==> config.mk <==
export PLATFORM = sky130hd
export DESIGN_NAME = tpo_top
export DESIGN_NICKNAME = d
export VERILOG_FILES = /design/src/design/tpo_pkg.sv /design/src/design/tpo_top.sv /design/src/design/tpo_trig_sel.sv /design/src/design/tpo_half.sv
export SDC_FILE = /design/constraint.sdc
export NUM_CORES = 1
export LEC_CHECK = 0
export BUFFER_PORTS_ARGS = -buffer_cell sky130_fd_sc_hd__clkbuf_2
export CORE_ASPECT_RATIO = 1.2
export CORE_MARGIN = 8
export CORE_UTILIZATION = 51
export CTS_CLUSTER_SIZE = 30
export DETAILED_ROUTE_END_ITERATION = 6
export HOLD_SLACK_MARGIN = 0.03
export PLACE_DENSITY = 0.84
export REMOVE_ABC_BUFFERS = 1
export SLEW_MARGIN = 20
export SYNTH_ARGS = -nofsm -noshare
export SYNTH_HDL_FRONTEND = slang
export SYNTH_SLANG_ARGS = --single-unit
==> constraint.sdc <==
create_clock -name mclk -period 1.61 [get_ports mclk]
set_clock_uncertainty 0.15 [all_clocks]
set_input_delay 0 -clock mclk [delete_from_list [all_inputs] [get_ports mclk]]
set_output_delay 0 -clock mclk [all_outputs]
set_load 0.05 [all_outputs]
==> src/design/tpo_pkg.sv <==
// package: register map, field layout and reset values of the timed pattern output block
// Function
// - upper next-data copied on group match
// - upper next-data resets to zero only
// - shared trigger: whole upper next-data at first
// - shared trigger: companion address reads ones
// - split trigger: group 3 first, 2 companion
// - split trigger: unused nibbles read ones
// - lower enable bits gate lower copies
// - disabled lower bit keeps port value
// - upper enable bits gate upper copies
// - disabled upper bit keeps port value
// - enable registers reset to zero
// - trigger select resets to all ones
// - bits 7:6 pick group 3 channel
// - bits 5:4 pick group 2 channel
// - bits 3:2 pick group 1 channel
// - bits 1:0 pick group 0 channel
// - lower next-data uses same address scheme
// - enabled port bits are software read-only
package tpo_pkg;

	// ----------------------------------------------------------------
	// register addresses (low 16 bits of the byte address)
	// ----------------------------------------------------------------
	localparam logic [15:0] TPO_ADDR_TRIG_SEL   = 16'hFFA1;
	localparam logic [15:0] TPO_ADDR_EN_UPPER   = 16'hFFA2;
	localparam logic [15:0] TPO_ADDR_EN_LOWER   = 16'hFFA3;
	localparam logic [15:0] TPO_ADDR_ND_UP_1ST  = 16'hFFA4;
	localparam logic [15:0] TPO_ADDR_ND_LO_1ST  = 16'hFFA5;
	localparam logic [15:0] TPO_ADDR_ND_UP_2ND  = 16'hFFA6;
	localparam logic [15:0] TPO_ADDR_ND_LO_2ND  = 16'hFFA7;
	localparam logic [15:0] TPO_ADDR_PORT_LOWER = 16'hFFB0;
	localparam logic [15:0] TPO_ADDR_PORT_UPPER = 16'hFFB1;

	// ----------------------------------------------------------------
	// reset values and fixed read values
	// ----------------------------------------------------------------
	localparam logic [7:0] TPO_RST_NEXT_DATA = 8'h00;
	localparam logic [7:0] TPO_RST_ENABLE    = 8'h00;
	localparam logic [7:0] TPO_RST_TRIG_SEL  = 8'hFF;
	localparam logic [7:0] TPO_RST_PORT      = 8'h00;
	localparam logic [7:0] TPO_RSVD_READ     = 8'hFF;
	localparam logic [3:0] TPO_RSVD_NIBBLE   = 4'hF;
	localparam logic [7:0] TPO_UNMAPPED_READ = 8'h00;

	// ----------------------------------------------------------------
	// field layout
	// ----------------------------------------------------------------
	localparam int TPO_NUM_GROUPS = 4;
	localparam int TPO_NUM_CHAN   = 4;
	localparam int TPO_SEL_WIDTH  = 2;
	localparam int TPO_GRP_WIDTH  = 4;

endpackage : tpo_pkg

==> src/design/tpo_top.sv <==
// module: timed pattern output register file and next-data transfer
//
// Added by the designer: the plain strobed port.
`timescale 1ns/10ps
`default_nettype none
module tpo_top
	import tpo_pkg::*;
(
	input  wire logic        mclk,
	input  wire logic        rstn,
	input  wire logic [15:0] reg_addr,
	input  wire logic [7:0]  reg_wdata,
	input  wire logic        reg_wr,
	input  wire logic        reg_rd,
	output logic      [7:0]  reg_rdata,
	input  wire logic [3:0]  chan_match,
	output logic      [7:0]  lower_port_data,
	output logic      [7:0]  upper_port_data
);

	typedef struct packed {
		logic [7:0] trig_select;
		logic [7:0] rdata;
	} tpo_top_t;

	tpo_top_t s_q;
	tpo_top_t s_d;

	logic [3:0] grp_fire;
	logic [7:0] nd_lo;
	logic [7:0] nd_up;
	logic [7:0] en_lo;
	logic [7:0] en_up;
	logic       same_lo;
	logic       same_up;
	logic       w_lo_hi;
	logic       w_lo_lo;
	logic       w_up_hi;
	logic       w_up_lo;
	logic [7:0] nd_lo_wdata;
	logic [7:0] nd_up_wdata;

	// ----------------------------------------------------------------
	// shared-trigger detection per pair of groups
	// ----------------------------------------------------------------
	assign same_lo = (s_q.trig_select[3:2] == s_q.trig_select[1:0]);
	assign same_up = (s_q.trig_select[7:6] == s_q.trig_select[5:4]);

	// ----------------------------------------------------------------
	// next-data write steering by layout
	// ----------------------------------------------------------------
	always_comb
	begin
		w_up_hi = reg_wr && (reg_addr == TPO_ADDR_ND_UP_1ST);
		w_up_lo = reg_wr && (reg_addr == (same_up ? TPO_ADDR_ND_UP_1ST
		                                          : TPO_ADDR_ND_UP_2ND));
		w_lo_hi = reg_wr && (reg_addr == TPO_ADDR_ND_LO_1ST);
		w_lo_lo = reg_wr && (reg_addr == (same_lo ? TPO_ADDR_ND_LO_1ST
		                                          : TPO_ADDR_ND_LO_2ND));
		// in split layout the companion's low nibble feeds the low group
		nd_up_wdata = reg_wdata;
		nd_lo_wdata = reg_wdata;
	end

	tpo_trig_sel u_sel (
		.trig_select (s_q.trig_select),
		.chan_match  (chan_match),
		.grp_fire    (grp_fire)
	);

	tpo_half u_lower (
		.mclk      (mclk),
		.rstn      (rstn),
		.grp_fire  (grp_fire[1:0]),
		.nd_we_hi  (w_lo_hi),
		.nd_we_lo  (w_lo_lo),
		.nd_wdata  (nd_lo_wdata),
		.en_we     (reg_wr && (reg_addr == TPO_ADDR_EN_LOWER)),
		.port_we   (reg_wr && (reg_addr == TPO_ADDR_PORT_LOWER)),
		.wdata     (reg_wdata),
		.next_data (nd_lo),
		.enable    (en_lo),
		.port_data (lower_port_data)
	);

	tpo_half u_upper (
		.mclk      (mclk),
		.rstn      (rstn),
		.grp_fire  (grp_fire[3:2]),
		.nd_we_hi  (w_up_hi),
		.nd_we_lo  (w_up_lo),
		.nd_wdata  (nd_up_wdata),
		.en_we     (reg_wr && (reg_addr == TPO_ADDR_EN_UPPER)),
		.port_we   (reg_wr && (reg_addr == TPO_ADDR_PORT_UPPER)),
		.wdata     (reg_wdata),
		.next_data (nd_up),
		.enable    (en_up),
		.port_data (upper_port_data)
	);

	// ----------------------------------------------------------------
	// trigger select write and read mux
	// ----------------------------------------------------------------
	always_comb
	begin
		s_d = s_q;
		if (reg_wr && (reg_addr == TPO_ADDR_TRIG_SEL))
			s_d.trig_select = reg_wdata;
		// read data stands one cycle only
		s_d.rdata = TPO_UNMAPPED_READ;
		if (reg_rd)
		begin
			case (reg_addr)
				TPO_ADDR_TRIG_SEL:   s_d.rdata = s_q.trig_select;
				TPO_ADDR_EN_UPPER:   s_d.rdata = en_up;
				TPO_ADDR_EN_LOWER:   s_d.rdata = en_lo;
				TPO_ADDR_ND_UP_1ST:  s_d.rdata = same_up ? nd_up
				                                         : {nd_up[7:4], TPO_RSVD_NIBBLE};
				TPO_ADDR_ND_UP_2ND:  s_d.rdata = same_up ? TPO_RSVD_READ
				                                         : {TPO_RSVD_NIBBLE, nd_up[3:0]};
				TPO_ADDR_ND_LO_1ST:  s_d.rdata = same_lo ? nd_lo
				                                         : {nd_lo[7:4], TPO_RSVD_NIBBLE};
				TPO_ADDR_ND_LO_2ND:  s_d.rdata = same_lo ? TPO_RSVD_READ
				                                         : {TPO_RSVD_NIBBLE, nd_lo[3:0]};
				TPO_ADDR_PORT_LOWER: s_d.rdata = lower_port_data;
				TPO_ADDR_PORT_UPPER: s_d.rdata = upper_port_data;
				default:             s_d.rdata = TPO_UNMAPPED_READ;
			endcase
		end
	end

	// ----------------------------------------------------------------
	// registers; reset stands in for hardware standby too
	// ----------------------------------------------------------------
	always_ff @(posedge mclk)
	begin
		if (!rstn)
		begin
			s_q.trig_select <= TPO_RST_TRIG_SEL;
			s_q.rdata       <= TPO_UNMAPPED_READ;
		end
		else
			s_q <= s_d;
	end

	assign reg_rdata = s_q.rdata;

endmodule : tpo_top
`default_nettype wire

==> src/design/tpo_trig_sel.sv <==
// module: picks each group's compare-match strobe from the timer channels
`timescale 1ns/10ps
`default_nettype none
module tpo_trig_sel
	import tpo_pkg::*;
(
	input  wire logic [7:0]                  trig_select,
	input  wire logic [TPO_NUM_CHAN-1:0]     chan_match,
	output logic      [TPO_NUM_GROUPS-1:0]   grp_fire
);

	// ----------------------------------------------------------------
	// per group mux, bits 2g+1:2g name the channel
	// ----------------------------------------------------------------
	genvar g;
	generate
		for (g = 0; g < TPO_NUM_GROUPS; g++)
		begin : g_grp
			// combinational so the copy lands in the strobe's own cycle
			assign grp_fire[g] = chan_match[trig_select[2*g +: 2]];
		end
	endgenerate

endmodule : tpo_trig_sel
`default_nettype wire

==> src/design/tpo_half.sv <==
// module: one 8-bit half: next-data, enable and port data register
`timescale 1ns/10ps
`default_nettype none
module tpo_half
	import tpo_pkg::*;
(
	input  wire logic       mclk,
	input  wire logic       rstn,
	input  wire logic [1:0] grp_fire,
	input  wire logic       nd_we_hi,
	input  wire logic       nd_we_lo,
	input  wire logic [7:0] nd_wdata,
	input  wire logic       en_we,
	input  wire logic       port_we,
	input  wire logic [7:0] wdata,
	output logic      [7:0] next_data,
	output logic      [7:0] enable,
	output logic      [7:0] port_data
);

	typedef struct packed {
		logic [7:0] nd;
		logic [7:0] en;
		logic [7:0] pd;
	} tpo_half_t;

	tpo_half_t s_q;
	tpo_half_t s_d;
	logic [7:0] fire_bits;

	assign fire_bits = {{4{grp_fire[1]}}, {4{grp_fire[0]}}};

	// ----------------------------------------------------------------
	// next state
	// ----------------------------------------------------------------
	always_comb
	begin
		s_d = s_q;
		if (nd_we_hi)
			s_d.nd[7:4] = nd_wdata[7:4];
		if (nd_we_lo)
			s_d.nd[3:0] = nd_wdata[3:0];
		if (en_we)
			s_d.en = wdata;
		// enabled bits are closed to software writes
		if (port_we)
			s_d.pd = (s_q.pd & s_q.en) | (wdata & ~s_q.en);
		// the transfer wins over a software write of the same bit
		s_d.pd = (s_d.pd & ~(s_q.en & fire_bits)) | (s_q.nd & s_q.en & fire_bits);
	end

	// ----------------------------------------------------------------
	// state register; software standby has no effect here
	// ----------------------------------------------------------------
	always_ff @(posedge mclk)
	begin
		if (!rstn)
		begin
			s_q.nd <= TPO_RST_NEXT_DATA;
			s_q.en <= TPO_RST_ENABLE;
			s_q.pd <= TPO_RST_PORT;
		end
		else
			s_q <= s_d;
	end

	assign next_data = s_q.nd;
	assign enable    = s_q.en;
	assign port_data = s_q.pd;

endmodule : tpo_half
`default_nettype wire

=== Word level (Yosys, flattened, before mapping) ===
Index checks and enable logic that the tools add are counted.

* Register bits after elaboration: 64
* Input port bits: 32
* Logic and storage cells: 74

* Magnitude comparators: 4
* Eq/ne operators: 13
* Muxes and demuxes: 17
* Bitwise logic cells: 20
* Reduce and logical (&&, ||, !) cells: 10

{| class="wikitable"
|+ Operators by type and width
! cell !! number
|-
| equality test 16 bit (second input constant) || 9
|-
| AND 8 bit || 12
|-
| one-hot mux 8 bit (9 select lines) || 1
|-
| equality test 16 bit || 2
|-
| NOT 8 bit || 4
|-
| OR 8 bit || 4
|-
| two-way mux 4 bit || 4
|-
| two-way mux 8 bit || 2
|-
| less-than comparator 2 x 3 -> 1 bit (second input constant) || 4
|-
| logical AND 1 bit || 9
|-
| binary-select mux 1 bit (select 2 bit) || 4
|-
| equality test 2 bit || 2
|-
| two-way mux 1 bit || 4
|-
| two-way mux 2 bit || 2
|-
| AND reduction 2 bit || 1
|}

=== Longest topological paths before layout ===
Gate-level depths: netlist (run 1).

* Depth after elaboration: 6
* Depth in mapped cells: 7
* Depth with buffers taken out: 5

=== By module ===
A second synthesis (run 1) with hierarchy kept.

* Cells, all modules: 384
* Area total of the unflattened synthesis: 3614.7 sq um

{| class="wikitable"
|+ Modules (own cells, without submodules)
! module !! times used !! cells each !! area an instance (sq um) !! seq. area each (sq um)
|-
| tpo_half || 2 || 105 || 1107.3 || 480.5
|-
| tpo_top || 1 || 170 || 1310.0 || 320.3
|-
| tpo_trig_sel || 1 || 4 || 90.1 || 0.0
|}

=== Worst setup path before layout (run 1) ===
OpenSTA, ideal clock, no wires.

* Path kind: register to register
* Start point: register s_q[14] (netlist name)
* End point: register u_upper.s_q, in the netlist u_upper.next_data[0]
* Arrival: 1.359 ns
* Data required time: 1.344 ns
* Slack: -0.016 ns
* Stages on the path, launching flop included: 6
* Clock period less this slack: 1.626 ns
* Cell sequence: dfxtp_1 -> xor2_1 -> o21a_1 -> o211ai_1 -> mux2i_1 -> nor2b_1

* Word-level cells in the longest chain between the ends: 4

{| class="wikitable"
|+ Ends and longest elaborated chain
! element !! line !! source
|-
| equality test 2 bit || tpo_top.sv:47 || <nowiki>assign same_up = (s_q.trig_select[7:6] == s_q.trig_select[5:4]);</nowiki>
|-
| two-way mux 2 bit || tpo_top.sv:55 || <nowiki>w_up_lo = reg_wr && (reg_addr == (same_up ? TPO_ADDR_ND_UP_1ST</nowiki>
|-
| equality test 16 bit || tpo_top.sv:55 ||
|-
| logical AND 1 bit || tpo_top.sv:55 ||
|-
| to (decl) || tpo_half.sv:27 || <nowiki>tpo_half_t s_q;</nowiki>
|}

No other way between the ends.
A chain may end at the register's enable or synchronous reset.

=== Worst setup path after layout (run 1) ===
* Start point: register s_q[12] (netlist name)
* End point: register u_upper.s_q, in the netlist u_upper.port_data[2]

* Word-level cells in the longest chain between the ends: 6
* Elaborated cells between the ends (all ways): 7

{| class="wikitable"
|+ Ends and longest elaborated chain
! element !! line !! source
|-
| binary-select mux 1 bit (select 2 bit) (*) || tpo_trig_sel.sv:20 || <nowiki>assign grp_fire[g] = chan_match[trig_select[2*g +: 2]];</nowiki>
|-
| two-way mux 1 bit (not written as such) (*) || tpo_trig_sel.sv:20 ||
|-
| AND 8 bit || tpo_half.sv:49 || <nowiki>s_d.pd = (s_d.pd & ~(s_q.en & fire_bits)) | (s_q.nd & s_q.en & fire_bits);</nowiki>
|-
| NOT 8 bit || tpo_half.sv:49 ||
|-
| AND 8 bit || tpo_half.sv:49 ||
|-
| OR 8 bit (*) || tpo_half.sv:49 ||
|}

Mark *: on every way between the ends. The rest lies on a longest branch, timed or not. The select of a mux whose other input is x is not followed.

==> flow_summary.yaml, run 1 <==
outcome:
  outcome: "finished, violations left"
  violations: "negative setup slack"
cells_and_area:
  layout_common_cells: "dfxtp_1, clkbuf_2, buf_4"
  layout.nets: 504
  n_fill_cell: 535
  drive_gt1_share_pct: 36.3
  antenna_cells: 0
  layout_commonest_cell: "dfxtp_1"
  synthToLayoutAreaGrowth_pct: 31.2
critical_path:
  path_cells: "mux4_2 -> mux2i_1 -> nand2_1 -> o211a_1"
  required_ps: 1710
  cp-end-kind: "register"
  cp_slowest_cell: "mux4_2"
  cp_num_buf_inv: 0
  ff2ff_setup_slack_ps: -70
  r2r-end: "u_upper.port_data[2]"
  path_class: "register to register"
  timing.rr.start: "s_q[12]"
  cp-start-kind: "register"
  reg2reg_depth: 4
  crit_arrival_ps: 1780
  crit_family: "multiplexers"
  slowest_delay_ps: 620
  crit_path_max_fanout: 4
grt:
  overflow: 0
  grt_pass1_wl_um: 16900
  grt_max_degree: 47
  track_usage_pct: 21.9
  grt_antenna_before_repair: 0
  grt_pass1_vias: 3398
routing:
  drc_errors: 0
  drt_iter0_drc: 278
  wl_um: 10800
  drtPass1Iterations: 5
  vias: 3397
  wl_per_cell_um: 19.2
  via_per_inst: 6.03
  antenna_left: 0
sta:
  worstMarginPinSlew_ps: 386
  worst_slack_ps: -65.3
  setup_viol: 24
  hold_viol: 0
  max_slew_margin_pct: 74.2
  period_share_pct: 104
  fin_hold_ws_ps: 84.1
  timing.fmax_mhz: 597
  rsz0062_at_grt: "true"
  timing.final.max_slew_violations: 0
  period_needed_ps: 1680
synth:
  synth_cell_type_count: 42
  synthAdderAreaFrac_pct: 0
  synthSimpleGateAreaFrac_pct: 21.0
  syn_inst: 369
  synth_xor_area_share_pct: 1.00
  synth_top_family_by_area: "simple AND/OR/NAND/NOR gates"
  synthMuxAreaShare_pct: 16.9
  syn-cell-area_um2: 3490
  postSynthAreaPerCell_um2: 9.46
  synth_top_flop_cell: "dfxtp_1"
  async_reset_ff_share_pct: 0
  yosys_register_bits: 64
  yosysSeqAreaShare_pct: 36.7
  synth_compound_area_share_pct: 19.2
  ys_warn_count: 0
  synth_edf_count: 0
power:
  sw_frac_of_total_pct: 22.1
  p_total_w: 0.00350
  pwr-share-comb_pct: 7.5
  ir_worst_vdd_mv: 0.578
  p_int_w: 0.00273
  p_seq_share_pct: 45.0
  clockPowerShare_pct: 47.5
  leakagePower_nw: 2.03
  p_per_area_nw_per_um2: 764
  power.switching_w: 0.000773
placed_design:
  numPortBuffers: 55
  place_ws_ps: -244
  hpwl_um: 7560
  place_congestion: 0.894
die:
  die_y_um: 107
  num_io_pins: 56
  fp.dieArea_um2: 9760
  initial_core_util_pct: 51.9
  core_um2: 6730
  die_w_um: 91.5
  fp-row-count: 33
worst_hold_path:
  hp-start: "reg_addr[1]"
  hold_path_depth: 4
  holdPathEnd: "reg_rdata[7]"
  hp-class: "input port to register"
flow_run:
  drv_cap: 0
clocking:
  cts_sinks: 64
  clk_pin_slew_worst_paths_ps: 70
  cts_buffers: 9
  cts_tree: "yes"
  clockBufferDepth: 2
  insertion_delay_ps: 360
  cts_root_buf: "clkbuf_8"
  htreeDepth: 3
-- cells by family (layout without fill, tap and decap cells) --
kind of cell,count (synthesis),count (layout)
compound gates,94,94
xor+xnor,4,4
flops,64,64
simple gates,120,120
mux,52,52
buf+inv,35,142
-- metal layers --
layer,vias up,GRT usage [%],wire (um)
li1,1544,-,-
met2,188,37.3,5420
met5,-,0,0
met3,46,5.45,924
met4,0,14.2,499
met1,1619,23.8,3970
-- synth_stat cells, types with 4 or more instances --
cell type	n	area, um^2
nor4_2	4	50.1
mux2_2	16	180
a222oi_1	4	40.0
o211ai_1	9	67.6
buf_4	12	90.1
clkbuf_1	12	45.0
o21ai_0	29	145
a21boi_0	9	67.6
nor2b_1	30	188
mux4_2	4	90.1
nor2_1	8	30.0
a41oi_2	4	65.1
and3_1	9	56.3
o221ai_1	4	35.0
nand2_1	50	188
o211a_1	8	80.1
a21oi_1	12	60.1
a22oi_1	4	30.0
mux2i_1	32	320
a31oi_1	8	50.1
inv_1	8	30.0
dfxtp_1	64	1280
-- worst reg2reg max path: stages, from the launching register on --
cell     delay, ps
dfxtp_4        380
mux4_2         620
mux2i_1        220
nand2_1         80
o211a_1        120
-- flip-flops by register name, indices dropped and copies added, names as in the netlist --
name,flops
reg_rdata,8
s_q,8
u_lower.enable,8
u_lower.next_data,8
u_lower.port_data,8
u_upper.enable,8
u_upper.next_data,8
u_upper.port_data,8
-- per-stage QoR --
step           TNS, ps  instances  area (um^2)  utilization (%)
2_1_floorplan    -6810        342         3340                -
3_3_place_gp     -5420        537         4150             61.6
3_5_place_dp     -8160        537         4150             61.6
4_1_cts           -135        563         4540             67.4
5_1_grt          -1810        563         4580             68.1
6_report          -501        563         4580             68.1
-- layout make-up --
cell class                      instances  area, um^2  share of cell area (%)
Clock inverter                          2        60.1                    1.31
Clock buffer                           13         179                    3.90
Timing Repair Buffer                  119         812                    17.7
Inverter                                8        30.0                   0.655
Sequential cell                        64        1300                    28.3
Multi-Input combinational cell        270        2090                    45.7
Tap cell                               87         109                    2.38
-- worst max-delay path by stage --
stage	end	from	slack, ps	depth (start not counted)
2_1_floorplan	u_lower.enable[0]	reg_addr[4]	-370	5
3_3_place_gp	s_q[15]	reg_addr[1]	-150	7
3_5_place_dp	u_lower.enable[3]	reg_addr[1]	-240	8
4_1_cts	u_upper.port_data[2]	s_q[12]	-60	4
5_1_grt	u_upper.next_data[3]	s_q[13]	-100	6
6_report	u_upper.port_data[2]	s_q[12]	-70	4
-- power by group through the flow --
| stage | clock network [W] | logic (W) | registers, W |
|---|---|---|---|
| final | 0.00166 | 0.000262 | 0.00158 |
| after global placement | 0 | 0.000225 | 0.00162 |
| after CTS | 0.00167 | 0.000252 | 0.00158 |
| after detailed placement | 0 | 0.000229 | 0.00162 |
| after global routing | 0.00175 | 0.000272 | 0.00157 |
| after floorplan | 0 | 0.0000658 | 0.00162 |
-- repair_timing --
item                                    in CTS  in global routing
pin swaps                                   21                  8
endpoints found under the hold margin       64                  0
hold buffers                                11                  0
setup buffers                                1                  0
resized for setup                           14                  8
endpoints found under the setup margin      28                 29
Note: power is estimated with default switching activity, not from simulation.
==> inputs of run 2 (changes only) <==
--- a/config.mk
+++ b/config.mk
@@ -13,3 +13,3 @@
 export DETAILED_ROUTE_END_ITERATION = 6
-export HOLD_SLACK_MARGIN = 0.03
+export HOLD_SLACK_MARGIN = 0.08
 export PLACE_DENSITY = 0.84
--- a/constraint.sdc
+++ b/constraint.sdc
@@ -4,2 +4,2 @@
 set_output_delay 0 -clock mclk [all_outputs]
-set_load 0.05 [all_outputs]
+set_load 0.005 [all_outputs]
==> run 2 against run 1 <==
Fmax is 0.16% higher. Clock power hardly changed. Count of clock-buffer cells in the layout stayed put. Register-to-register slack hardly changed. Combinational power hardly changed. Highest routed layer unchanged. The run still ends with negative setup slack left. Largest power group unchanged. Global-route usage is 0.10 points higher.
==> flow_summary.yaml, run 2 (same netlist as run 1, synthesis figures left out) <==
clocking:
  cts_buffers: 9
  htreeDepth: 3
  cts_tree: "yes"
  clockBufferDepth: 2
  clk_pin_slew_worst_paths_ps: 70
  cts_root_buf: "clkbuf_8"
  insertion_delay_ps: 360
  cts_sinks: 64
grt:
  grt_pass1_wl_um: 17000
  grt_antenna_before_repair: 0
  overflow: 0
  grt_max_degree: 47
  grt_pass1_vias: 3428
  track_usage_pct: 22.0
sta:
  hold_viol: 0
  period_share_pct: 104
  setup_viol: 23
  rsz0062_at_grt: "true"
  worstMarginPinSlew_ps: 435
  fin_hold_ws_ps: 152
  worst_slack_ps: -62.6
  max_slew_margin_pct: 70.9
  timing.fmax_mhz: 598
  period_needed_ps: 1670
  timing.final.max_slew_violations: 0
critical_path:
  path_class: "register to register"
  cp_num_buf_inv: 0
  crit_arrival_ps: 1780
  crit_family: "multiplexers"
  ff2ff_setup_slack_ps: -60
  path_cells: "mux4_2 -> mux2i_1 -> nand2_1 -> o211a_1"
  r2r-end: "u_upper.port_data[2]"
  slowest_delay_ps: 620
  cp-end-kind: "register"
  required_ps: 1720
  crit_path_max_fanout: 4
  cp_slowest_cell: "mux4_2"
  timing.rr.start: "s_q[12]"
  cp-start-kind: "register"
  reg2reg_depth: 4
die:
  die_w_um: 91.5
  fp-row-count: 33
  num_io_pins: 56
  die_y_um: 107
  core_um2: 6730
  fp.dieArea_um2: 9760
  initial_core_util_pct: 51.9
cells_and_area:
  layout_commonest_cell: "dfxtp_1"
  synthToLayoutAreaGrowth_pct: 31.5
  drive_gt1_share_pct: 36.3
  n_fill_cell: 532
  antenna_cells: 0
  layout.nets: 505
  layout_common_cells: "dfxtp_1, clkbuf_2, buf_4"
routing:
  wl_per_cell_um: 19.4
  antenna_left: 0
  drtPass1Iterations: 5
  vias: 3433
  drc_errors: 0
  wl_um: 10900
  drt_iter0_drc: 265
  via_per_inst: 6.09
power:
  ir_worst_vdd_mv: 0.582
  leakagePower_nw: 2.03
  p_per_area_nw_per_um2: 763
  p_total_w: 0.00350
placed_design:
  hpwl_um: 7560
  place_congestion: 0.894
  numPortBuffers: 55
flow_run:
  drv_cap: 0
outcome:
  outcome: "finished, violations left"
  violations: "negative setup slack"
worst_hold_path:
  holdPathEnd: "u_upper.port_data[1]"
  hp-start: "reg_wr"
  hold_path_depth: 5
  hp-class: "input port to register"
run 2: worst register-to-register path, stage by stage, from the launching register on:
cell     delay [ps]
dfxtp_4         380
mux4_2          620
mux2i_1         220
nand2_1          80
o211a_1         120
run 2: repair_timing:
action	4_1_cts	5_1_grt
buffers inserted	1	0
pin swaps	21	7
endpoints found under the setup margin	28	29
hold endpoints to repair	64	0
gates resized for setup	14	8
hold buffers	12	0
run 2: routing by layer:
layer | track usage (%) | vias to the layer above | wire, um
met5 | 0 | - | 0
met4 | 15.0 | 0 | 537
met3 | 5.52 | 55 | 877
met2 | 37.4 | 186 | 5440
met1 | 23.7 | 1644 | 4070
li1 | - | 1548 | -
run 2: area by class of cell:
class | count | area (um^2) | area share (%)
multi-input combinational | 270 | 2090 | 45.6
inverter | 8 | 30.0 | 0.654
sequential | 64 | 1300 | 28.3
clock buffer | 13 | 179 | 3.90
tap | 87 | 109 | 2.37
timing repair buffer | 120 | 822 | 17.9
clock inverter | 2 | 60.1 | 1.31
run 2: through the flow:
stage,utilization [%],TNS [ps],setup WS [ps],cell area [um^2],instances
CTS,67.5,-135,-60.9,4550,564
global placement,61.6,-5420,-150,4150,537
global route,68.2,-1870,-109,4590,564
finish,68.2,-529,-62.6,4590,564
detailed placement,61.6,-8160,-244,4150,537
floorplan,-,-6810,-375,3340,342
run 2: how the worst max path moves through the flow:
| stage | slack, ps | from | cells past startpoint | to |
|---|---|---|---|---|
| final | -60 | s_q[12] | 4 | u_upper.port_data[2] |
| after CTS | -60 | s_q[12] | 4 | u_upper.port_data[2] |
| after floorplan | -370 | reg_addr[4] | 5 | u_lower.enable[0] |
| after global placement | -150 | reg_addr[1] | 7 | s_q[15] |
| after global routing | -110 | s_q[14] | 6 | u_upper.next_data[3] |
| after detailed placement | -240 | reg_addr[1] | 8 | u_lower.enable[3] |
run 2: power breakdown:
part	internal [W]	total, W	switching (W)
clock network	0.00103	0.00167	0.000633
registers	0.00158	0.00158	0.0000000140
logic	0.000121	0.000264	0.000143
